===== src/rtl/rcrt_pkg.sv =====
// Package: register map, flag positions and timing constants of the reset sequencer
package rcrt_pkg;
    // APB register byte addresses
    localparam logic [7:0] ADDR_CAUSE = 8'h00;
    localparam logic [7:0] ADDR_CTRL = 8'h04;
    localparam logic [7:0] ADDR_STATUS = 8'h08;
    // Cause flag positions
    localparam int BIT_POR = 0;
    localparam int BIT_BOR = 1;
    localparam int BIT_IDLE = 2;
    localparam int BIT_SLEEP = 3;
    localparam int BIT_WATCHDOG_TIMEOUT_FLAG = 4;
    localparam int BIT_SWR = 6;
    localparam int BIT_PIN = 7;
    localparam int BIT_DEEP = 10;
    localparam int BIT_ILLOP = 14;
    localparam int BIT_TRAP = 15;
    localparam logic [15:0] CAUSE_POR_VALUE = 16'h0003;
    localparam logic [15:0] CAUSE_BOR_VALUE = 16'h0002;
    // Control register fields
    localparam int CTRL_PWRT_EN = 0;
    localparam int CTRL_TWO_SPEED = 1;
    localparam int CTRL_OSC_CRYSTAL = 2;
    localparam logic [2:0] CTRL_RESET = 3'h1;
    // Timing
    localparam int CLK_HZ = 10_000_000;
    localparam int POR_DELAY_NS = 10_000;
    localparam int PWRT_DELAY_MS = 64;
    localparam int POR_DELAY_CYC = (POR_DELAY_NS * (CLK_HZ / 1_000_000) + 999) / 1000;
    localparam int PWRT_DELAY_CYC = PWRT_DELAY_MS * (CLK_HZ / 1000);
    localparam int OST_PERIODS = 1024;
    localparam int OST_WIDTH = 10;
    localparam logic [23:0] RESET_VECTOR = 24'h000000;
    localparam logic [23:0] PC_STEP = 24'h000002;
endpackage : rcrt_pkg


===== src/rtl/rcrt_ost_if.sv =====
// Interface: oscillator start-up counter request and done
`timescale 1ns/10ps
interface rcrt_ost_if;
    logic start;
    logic osc_tick;
    logic done;
    modport ctrl (output start, output osc_tick, input done);
    modport cnt (input start, input osc_tick, output done);
endinterface : rcrt_ost_if


===== src/rtl/rcrt_ost.sv =====
// Oscillator start-up counter: counts oscillator periods before clock release
`timescale 1ns/10ps
module rcrt_ost #(
    parameter int WIDTH = rcrt_pkg::OST_WIDTH
) (
    input wire logic i_clk,
    input wire logic i_srst,
    rcrt_ost_if.cnt ost
);
    logic [WIDTH-1:0] cnt_q;
    logic run_q;
    logic done_q;

    assign ost.done = done_q;

    always_ff @(posedge i_clk) begin
        if (i_srst || ost.start) begin
            cnt_q <= '0;
            run_q <= ost.start;
            done_q <= 1'b0;
        end else if (run_q && ost.osc_tick) begin
            cnt_q <= cnt_q + 1'b1;
            if (&cnt_q) begin
                run_q <= 1'b0;
                done_q <= 1'b1;
            end
        end
    end
endmodule : rcrt_ost


===== src/rtl/rcrt_top.sv =====
// Reset cause flags and master reset release sequencer
// Operation
// - Power-on clears all cause flags but sets brown-out and power-on; PC zero
// - Pin reset in run sets bit 7 only; restart at zero
// - Pin reset in idle, sleep, deep sleep also keeps bit 2, 3 or 10
// - Watchdog sets bit 4; run restarts at zero, idle continues at PC+2
// - Illegal opcode or uninitialised register sets bit 14; cleared by power-on or a software write
// - Wake by interrupt: PC+2 if priority not above CPU level, else vector
// - Software may write each flag either way; writes never cause reset
// - After power-on hold reset for power-on delay then optional power-up timer
// - Power-up timer lasts 64 ms when enabled, none when disabled
// - After brown-out release when power-up timer expires, no power-on delay
// - Other sources release reset at once when removed
// - No execution until oscillator delivers a valid clock
// - Crystal oscillators wait 1024 periods on a 10-bit counter
// - Oscillator start-up and PLL lock run alongside reset delays
// - Two-speed start-up comes out of reset on the fast RC clock
// - Any source asserts master reset, watchdog only in run mode; software reset releases next cycle, sets flag
`timescale 1ns/10ps
module rcrt_top #(
    parameter int POR_CYC = rcrt_pkg::POR_DELAY_CYC,
    parameter int PWRT_CYC = rcrt_pkg::PWRT_DELAY_CYC
) (
    input wire logic I_CLK_SYS,
    input wire logic I_SRST,
    input wire logic I_PSEL,
    input wire logic I_PENABLE,
    input wire logic I_PWRITE,
    input wire logic [7:0] I_PADDR,
    input wire logic [31:0] I_PWDATA,
    output logic [31:0] O_PRDATA,
    output logic O_PREADY,
    output logic O_PSLVERR,
    input wire logic I_RESET_PIN_N,
    input wire logic I_BROWNOUT,
    input wire logic I_WDT_TIMEOUT,
    input wire logic I_SW_RESET,
    input wire logic I_TRAP_CONFLICT,
    input wire logic I_ILLEGAL_OP,
    input wire logic I_STACK_FAULT,
    input wire logic I_ENTER_IDLE,
    input wire logic I_ENTER_SLEEP,
    input wire logic I_DEEP_ENABLE,
    input wire logic I_WDT_CLEAR,
    input wire logic I_IRQ_WAKE,
    input wire logic [2:0] I_IRQ_PRIO,
    input wire logic [2:0] I_CPU_PRIO,
    input wire logic [23:0] I_PC,
    input wire logic [23:0] I_IRQ_VECTOR,
    input wire logic I_OSC_TICK,
    input wire logic I_PLL_LOCKED,
    input wire logic I_USE_PLL,
    output logic O_MASTER_SYSTEM_RESET,
    output logic O_RUN_ENABLE,
    output logic O_SEL_FAST_RC,
    output logic O_PC_LOAD,
    output logic [23:0] O_PC_VALUE
);
    typedef enum logic [1:0] {
        RCRT_ST_IDLE = 2'b00,
        RCRT_ST_POR = 2'b01,
        RCRT_ST_PWRT = 2'b10,
        RCRT_ST_HOLD = 2'b11
    } rcrt_state_t;

    typedef enum logic [1:0] {
        RCRT_MD_RUN = 2'b00,
        RCRT_MD_IDLE = 2'b01,
        RCRT_MD_SLEEP = 2'b10,
        RCRT_MD_DEEP = 2'b11
    } rcrt_mode_t;

    // ------------------------------------------------------------
    // Pin synchronisers
    // ------------------------------------------------------------
    logic [1:0] pin_n_s1_q;
    logic [1:0] bor_s1_q;
    logic pin_act;
    logic bor_act;
    logic pin_act_q;
    logic bor_act_q;

    always_ff @(posedge I_CLK_SYS) begin
        pin_n_s1_q <= {pin_n_s1_q[0], I_RESET_PIN_N};
        bor_s1_q <= {bor_s1_q[0], I_BROWNOUT};
    end
    assign pin_act = ~pin_n_s1_q[1];
    assign bor_act = bor_s1_q[1];
    always_ff @(posedge I_CLK_SYS) begin
        if (I_SRST) begin
            pin_act_q <= 1'b0;
            bor_act_q <= 1'b0;
        end else begin
            pin_act_q <= pin_act;
            bor_act_q <= bor_act;
        end
    end

    // ------------------------------------------------------------
    // Control register and release timing
    // ------------------------------------------------------------
    logic [2:0] ctrl_q;
    rcrt_state_t state_q;
    logic [31:0] dly_q;
    logic wr_en;
    logic rd_en;
    logic addr_ok;
    logic rst_src;
    logic pwrt_en;
    logic mrst_q;
    rcrt_mode_t mode_q;

    assign wr_en = I_PSEL && I_PENABLE && I_PWRITE;
    assign rd_en = I_PSEL && !I_PENABLE && !I_PWRITE;
    assign addr_ok = (I_PADDR == rcrt_pkg::ADDR_CAUSE) || (I_PADDR == rcrt_pkg::ADDR_CTRL)
        || (I_PADDR == rcrt_pkg::ADDR_STATUS);
    assign pwrt_en = ctrl_q[rcrt_pkg::CTRL_PWRT_EN];
    // Any active source, including the synchronised pin and brown-out; watchdog only in run mode
    assign rst_src = pin_act || bor_act || (I_WDT_TIMEOUT && mode_q == RCRT_MD_RUN)
        || I_SW_RESET || I_TRAP_CONFLICT || I_ILLEGAL_OP || I_STACK_FAULT;

    always_ff @(posedge I_CLK_SYS) begin
        if (I_SRST) begin
            ctrl_q <= rcrt_pkg::CTRL_RESET;
        end else if (wr_en && I_PADDR == rcrt_pkg::ADDR_CTRL) begin
            ctrl_q <= I_PWDATA[2:0];
        end
    end

    always_ff @(posedge I_CLK_SYS) begin
        if (I_SRST) begin
            state_q <= RCRT_ST_POR;
            dly_q <= '0;
            mrst_q <= 1'b1;
        end else begin
            case (state_q)
                RCRT_ST_POR: begin
                    mrst_q <= 1'b1;
                    if (dly_q >= 32'(POR_CYC - 1)) begin
                        dly_q <= '0;
                        state_q <= pwrt_en ? RCRT_ST_PWRT : RCRT_ST_HOLD;
                    end else begin
                        dly_q <= dly_q + 32'd1;
                    end
                end
                RCRT_ST_PWRT: begin
                    mrst_q <= 1'b1;
                    if (bor_act) begin
                        dly_q <= '0;
                    end else if (dly_q >= 32'(PWRT_CYC - 1)) begin
                        dly_q <= '0;
                        state_q <= RCRT_ST_HOLD;
                    end else begin
                        dly_q <= dly_q + 32'd1;
                    end
                end
                RCRT_ST_HOLD: begin
                    // Wait for the source to go away
                    mrst_q <= 1'b1;
                    if (bor_act) begin
                        mrst_q <= 1'b1;
                    end else if (bor_act_q && pwrt_en) begin
                        state_q <= RCRT_ST_PWRT;
                    end else if (!rst_src) begin
                        mrst_q <= 1'b0;
                        state_q <= RCRT_ST_IDLE;
                    end
                end
                RCRT_ST_IDLE: begin
                    if (rst_src) begin
                        mrst_q <= 1'b1;
                        state_q <= RCRT_ST_HOLD;
                    end else begin
                        mrst_q <= 1'b0;
                    end
                end
                default: begin
                    state_q <= RCRT_ST_POR;
                    mrst_q <= 1'b1;
                end
            endcase
        end
    end

    // ------------------------------------------------------------
    // Power mode tracking
    // ------------------------------------------------------------
    always_ff @(posedge I_CLK_SYS) begin
        if (I_SRST || (mrst_q && state_q != RCRT_ST_IDLE && !rst_src)) begin
            mode_q <= RCRT_MD_RUN;
        end else if (I_ENTER_SLEEP) begin
            mode_q <= I_DEEP_ENABLE ? RCRT_MD_DEEP : RCRT_MD_SLEEP;
        end else if (I_ENTER_IDLE) begin
            mode_q <= RCRT_MD_IDLE;
        end else if (I_IRQ_WAKE || (I_WDT_TIMEOUT && mode_q != RCRT_MD_RUN)) begin
            mode_q <= RCRT_MD_RUN;
        end
    end

    // ------------------------------------------------------------
    // Cause flags
    // ------------------------------------------------------------
    logic [15:0] cause_q;
    logic [15:0] cause_d;
    logic pin_rise;

    assign pin_rise = pin_act && !pin_act_q;

    always_comb begin
        cause_d = cause_q;
        if (wr_en && I_PADDR == rcrt_pkg::ADDR_CAUSE) begin
            cause_d = I_PWDATA[15:0];
        end
        if (I_WDT_CLEAR) begin
            cause_d[rcrt_pkg::BIT_IDLE] = 1'b0;
            cause_d[rcrt_pkg::BIT_SLEEP] = 1'b0;
        end
        // Hardware sets win over a same-cycle software or watchdog clear
        if (I_ENTER_SLEEP && I_DEEP_ENABLE) begin
            cause_d[rcrt_pkg::BIT_DEEP] = 1'b1;
            cause_d[rcrt_pkg::BIT_BOR] = 1'b1;
            cause_d[rcrt_pkg::BIT_POR] = 1'b1;
        end else if (I_ENTER_SLEEP) begin
            cause_d[rcrt_pkg::BIT_SLEEP] = 1'b1;
            cause_d[rcrt_pkg::BIT_WATCHDOG_TIMEOUT_FLAG] = 1'b0;
        end else if (I_ENTER_IDLE) begin
            cause_d[rcrt_pkg::BIT_IDLE] = 1'b1;
            cause_d[rcrt_pkg::BIT_WATCHDOG_TIMEOUT_FLAG] = 1'b0;
        end
        if (pin_rise) begin
            cause_d[rcrt_pkg::BIT_PIN] = 1'b1;
        end
        if (I_SW_RESET) begin
            cause_d[rcrt_pkg::BIT_SWR] = 1'b1;
        end
        if (I_WDT_TIMEOUT) begin
            cause_d[rcrt_pkg::BIT_WATCHDOG_TIMEOUT_FLAG] = 1'b1;
        end
        if (I_ILLEGAL_OP) begin
            cause_d[rcrt_pkg::BIT_ILLOP] = 1'b1;
        end
        if (I_TRAP_CONFLICT) begin
            cause_d[rcrt_pkg::BIT_TRAP] = 1'b1;
        end
        if (bor_act) begin
            cause_d[rcrt_pkg::BIT_BOR] = 1'b1;
        end
    end

    always_ff @(posedge I_CLK_SYS) begin
        if (I_SRST) begin
            cause_q <= rcrt_pkg::CAUSE_POR_VALUE;
        end else begin
            cause_q <= cause_d;
        end
    end

    // ------------------------------------------------------------
    // Oscillator start-up and execution gate
    // ------------------------------------------------------------
    rcrt_ost_if ost ();
    logic ost_start_q;
    logic clk_valid;
    logic run_q;

    assign ost.start = ost_start_q;
    assign ost.osc_tick = I_OSC_TICK;

    // Counter launched at power-on so it runs alongside the reset delays
    always_ff @(posedge I_CLK_SYS) begin
        ost_start_q <= I_SRST;
    end

    rcrt_ost u_ost (
        .i_clk(I_CLK_SYS),
        .i_srst(I_SRST),
        .ost(ost)
    );

    always_comb begin
        clk_valid = 1'b1;
        if (ctrl_q[rcrt_pkg::CTRL_TWO_SPEED]) begin
            clk_valid = 1'b1;
        end else begin
            if (ctrl_q[rcrt_pkg::CTRL_OSC_CRYSTAL] && !ost.done) begin
                clk_valid = 1'b0;
            end
            if (I_USE_PLL && !I_PLL_LOCKED) begin
                clk_valid = 1'b0;
            end
        end
    end

    always_ff @(posedge I_CLK_SYS) begin
        if (I_SRST) begin
            run_q <= 1'b0;
            O_SEL_FAST_RC <= 1'b0;
        end else begin
            run_q <= !mrst_q && !rst_src && clk_valid;
            O_SEL_FAST_RC <= ctrl_q[rcrt_pkg::CTRL_TWO_SPEED] && (mrst_q || !ost.done);
        end
    end

    assign O_MASTER_SYSTEM_RESET = mrst_q;
    assign O_RUN_ENABLE = run_q;

    // ------------------------------------------------------------
    // Program counter selection
    // ------------------------------------------------------------
    logic mrst_prev_q;

    always_ff @(posedge I_CLK_SYS) begin
        if (I_SRST) begin
            mrst_prev_q <= 1'b1;
            O_PC_LOAD <= 1'b1;
            O_PC_VALUE <= rcrt_pkg::RESET_VECTOR;
        end else begin
            mrst_prev_q <= mrst_q;
            O_PC_LOAD <= 1'b0;
            if (mrst_q && !mrst_prev_q) begin
                O_PC_LOAD <= 1'b1;
                O_PC_VALUE <= rcrt_pkg::RESET_VECTOR;
            end else if (I_WDT_TIMEOUT && mode_q != RCRT_MD_RUN) begin
                O_PC_LOAD <= 1'b1;
                O_PC_VALUE <= I_PC + rcrt_pkg::PC_STEP;
            end else if (I_IRQ_WAKE && mode_q != RCRT_MD_RUN) begin
                O_PC_LOAD <= 1'b1;
                O_PC_VALUE <= (I_IRQ_PRIO <= I_CPU_PRIO) ? I_PC + rcrt_pkg::PC_STEP : I_IRQ_VECTOR;
            end
        end
    end

    // ------------------------------------------------------------
    // APB slave
    // ------------------------------------------------------------
    always_ff @(posedge I_CLK_SYS) begin
        if (I_SRST) begin
            O_PRDATA <= '0;
            O_PREADY <= 1'b0;
            O_PSLVERR <= 1'b0;
        end else begin
            O_PREADY <= I_PSEL && !I_PENABLE;
            O_PSLVERR <= I_PSEL && !I_PENABLE && !addr_ok;
            if (rd_en) begin
                case (I_PADDR)
                    rcrt_pkg::ADDR_CAUSE: O_PRDATA <= {16'h0000, cause_q};
                    rcrt_pkg::ADDR_CTRL: O_PRDATA <= {29'h0, ctrl_q};
                    rcrt_pkg::ADDR_STATUS: O_PRDATA <= {26'h0, mode_q, state_q, run_q, mrst_q};
                    default: O_PRDATA <= '0;
                endcase
            end
        end
    end
endmodule : rcrt_top


===== config.mk =====
export PLATFORM = sky130hd
export DESIGN_NAME = rcrt_top
export DESIGN_NICKNAME = d
export VERILOG_FILES = /design/src/rtl/rcrt_pkg.sv /design/src/rtl/rcrt_ost_if.sv /design/src/rtl/rcrt_ost.sv /design/src/rtl/rcrt_top.sv
export SDC_FILE = /design/constraint.sdc
export NUM_CORES = 1
export LEC_CHECK = 0
export ABC_AREA = 1
export BUFFER_PORTS_ARGS = -buffer_cell sky130_fd_sc_hd__buf_2
export CAP_MARGIN = 40
export CORE_UTILIZATION = 38
export DETAILED_ROUTE_END_ITERATION = 7
export PLACE_DENSITY = 0.74
export SYNTH_ARGS = -nofsm -noshare
export SYNTH_HDL_FRONTEND = slang
export SYNTH_SLANG_ARGS = --single-unit

===== constraint.sdc =====
create_clock -name I_CLK_SYS -period 1.7 [get_ports I_CLK_SYS]
set_clock_uncertainty 0.1 [all_clocks]
set_input_delay 0.085 -clock I_CLK_SYS [delete_from_list [all_inputs] [get_ports I_CLK_SYS]]
set_output_delay 0.085 -clock I_CLK_SYS [all_outputs]
set_load 0.03 [all_outputs]

==> summary.txt <==
Die X: 130 um
status: complete, but fails checks
cell family with most CP delay: simple AND/OR/NAND/NOR gates
Clk pwr share: 42.3%
Min-Delay Path Depth: 3
FF-to-FF setup slack: 0.01 ns
DPL Wire Length: 12500 um
number of DRC markers in iteration 0: 387
TritonRoute pass-1 iters: 5
Global Route Usage Sum: 21.8%
PwrDens: 997 mW/mm2
endpoint type of the worst setup path: flip-flop
syn_area_per_cell: 6.92 um2
Min-Delay Endpoint: cause_q[4]$_SDFF_PP0_
post-synthesis cell type count: 48
DR vias/cell: 4.96
# fillers: 1426
Die Ht: 130 um
clk root buf: clkbuf_16
leak pwr: 4.22 nW
clock buffer depth: 2
P&R area growth vs syn: 45.8%
R2R Path End: u_ost.run_q$_SDFFCE_PP0P_
port bufs: 143
Sw Pwr: 2.82 mW
fraction of registers with async set/reset: 0%
hold_sp: I_WDT_TIMEOUT
I/O pin total: 176
layout cells sized above 1: 25.8%
worst r2r src: u_ost.cnt_q[1]$_SDFFE_PN0P_
Most Frequent Cell on Critical Path: nand2_1
CP max stage delay: 0.37 ns
Clk pin slew, worst setup/hold paths: 0.06 ns
failing checks: negative hold slack
Sinks on Clock Net: 121
Area contributors post-synth: dfxtp_1 (39%), nand2_1 (13%), nor2_1 (6.6%)
vias post-DR: 6849
fmax: 593 MHz
CTS tree: yes
maximum vdd drop: 0.854 mV
core area: 0.0159 mm2
nets: 1277
Hold Fails Final Rpt: 1
Synth top area share: 38.8%
post-DR wirelength/cell: 13.9 um
Startpoint Class: flip-flop
Antenna Nets Post-Route: 0
Mapped Area: 0.00619 mm2
Primary FF master, synth: dfxtp_1
CP Buf/Inv Count: 0
largest net degree at the start of global routing: 40
total power: 8.99 mW
Comb pwr share: 22.9%
max-slew violations: 0
Overflow after GRT: 0
cell internal pwr: 6.17 mW
# rows: 46
sequential share of power: 34.7%
area occupied by multi-input gates: 0.00331 mm2
Worst Path Required: 1.75 ns
first-pass GRT wire length: 28500 um
Hold WS: -0.0420 ns
CP arrival: 1.73 ns
Skew-Pair Late Insertion Delay: 0.43 ns
vias in the first global route: 6298
critical-path cell list: ha_4 > nand3_4 > nor2_4 > nand4_1 > nor3_2 > nand2_1 > nand2_1
slowest cell on the critical path: dfxtp_4
crit path kind: flip-flop to flip-flop
Die Area: 0.0168 mm2
Placer Congestion: 0.862
Initial Util: 39.0%
Seq cells post-synth: 121
initial antenna violation count: 1
sw frac: 31.4%
Final setup viols: 0
Tmin final: 1.69 ns
Seq/Total Area, Yosys: 39.3%
cells after synthesis: 894
Antenna Cells: 0
RSZ-0062 raised after global routing: yes
Yosys top cell by area: dfxtp_1
Max-cap violations: 0
Worst R2R Path Depth: 7
Routed WL: 19200 um
CTS H-tree depth: 4
Total Neg Setup Slack: 0 ns
Min-Delay Path Class: primary input to flip-flop
Seq. cell area: 0.00247 mm2
final worst-path cycle share: 99.2%
drt drc: 0
CP max FO: 3
Post-synth EDFFs: 1
cts bufs inserted: 17
Ys Warns: 0
==> placed cells by master, fill, tap and decap left out, types with 32 or more instances in the layout <==
master         instances
nand2_1              213
nand3_1               49
a21oi_1               41
buf_4                 32
dfxtp_1              101
nor2_1               101
buf_2                142
dlygate4sd3_1         85
inv_1                 92
o21ai_0               62
==> metrics by stage <==
step	util [%]	cell area, um2	std cells	worst slack [ns]
CTS	55.0	8740	1376	0.00528
finish	56.8	9020	1381	0.0141
detailed placement	45.6	7250	1258	-0.127
global route	56.8	9020	1381	-0.0895
floorplan	-	6250	909	0.0314
global placement	45.6	7250	1258	-0.0856
==> final cells by class <==
| cell class | instances | share of cell area (%) |
|---|---|---|
| Timing Repair Buffer | 268 | 21.9 |
| Tap cell | 216 | 3.00 |
| Clock buffer | 17 | 4.72 |
| Inverter | 100 | 4.23 |
| Sequential cell | 121 | 27.3 |
| Clock inverter | 15 | 2.09 |
| Multi-Input combinational cell | 644 | 36.7 |
==> cells by family (layout without fill, tap and decap cells) <==
group | Yosys count | count (layout) | share of synthesized area, %
adders and majority gates | 11 | 11 | 2.22
buffers and inverters | 144 | 400 | 10.5
AOI/OAI and AO/OA | 139 | 139 | 12.2
DFF | 121 | 121 | 39.3
xor gates and xnor gates | 17 | 17 | 2.41
other | 1 | 16 | 0.0606
and+or+nand+nor | 461 | 461 | 33.3
==> registers in the layout, indices dropped and copies added, names as in the netlist, 2 cells and up <==
signal and count:
pin_n_s1_q 2, state_q 2, O_PRDATA 16, u_ost.cnt_q 10
cause_q 16, bor_s1_q 2, mode_q 2, ctrl_q 3
O_PC_VALUE 24, dly_q 32
==> power by group through the flow <==
stage / clock [mW] / sequential (mW) / combinational [mW]
2_1_floorplan: 0 / 3.37 / 0.884
4_1_cts: 3.84 / 3.10 / 1.84
3_5_place_dp: 0 / 3.17 / 1.66
3_3_place_gp: 0 / 3.16 / 1.64
6_report: 3.81 / 3.12 / 2.06
5_1_grt: 3.97 / 3.14 / 2.23
==> metal layers <==
metal,vias up,wire length [um],GRT usage (%)
met5,-,13,0
met4,2,562,10.1
met3,61,1500,5.82
met2,301,9400,38.4
met1,3107,7720,24.6
li1,3378,-,-
==> worst min-delay path: cells and delay by family <==
kind	cells	cell delay, ns
AOI/OAI and AO/OA	1	0.17
buffers and inverters	2	0.18
==> synthesized netlist by cell type (2+ instances only) <==
cell type and number:
o211ai_1 4, nand3_1 52, a211oi_1 4, o211ai_2 2, nand3_2 6, xor2_1 11
inv_1 96, nor3b_1 3, clkbuf_1 8, o21a_1 2, dfxtp_1 120, nand2_2 7
or2_0 4, nand2_1 219, nand4_1 15, nor2_4 5, nor2_1 109, xnor2_1 6
buf_1 3, buf_6 4, a31oi_1 3, ha_1 11, nor2_2 6, buf_2 12
a21oi_1 42, o21ai_1 7, nand3b_1 4, nor3_1 20, buf_4 17, o21ai_0 69
inv_2 3, nor3_2 4
==> how the worst max path moves through the flow <==
stage	startpoint	cells after the start	slack (ns)	endpoint
final	u_ost.cnt_q[1]$_SDFFE_PN0P_	7	0.01	u_ost.run_q$_SDFFCE_PP0P_
after global routing	u_ost.cnt_q[1]$_SDFFE_PN0P_	7	-0.09	u_ost.run_q$_SDFFCE_PP0P_
after CTS	I_ENTER_SLEEP	9	0.005	cause_q[4]$_SDFF_PP0_
after detailed placement	I_IRQ_PRIO[2]	10	-0.13	O_PC_VALUE[17]$_SDFFE_PP0P_
after global placement	I_IRQ_PRIO[2]	10	-0.09	O_PC_VALUE[17]$_SDFFE_PP0P_
after floorplan	state_q[1]$_SDFFE_PP0P_	9	0.03	dly_q[9]$_SDFFE_PP0P_
==> timing repair <==
item,in CTS,in global routing
buffers inserted,0,3
hold buffers,86,0
pin swaps,0,17
cloned,0,3
endpoints found under the setup margin,3,46
hold endpoints to repair,58,0
resized for setup,3,71
No activity file was read; power rests on OpenSTA's default activity.
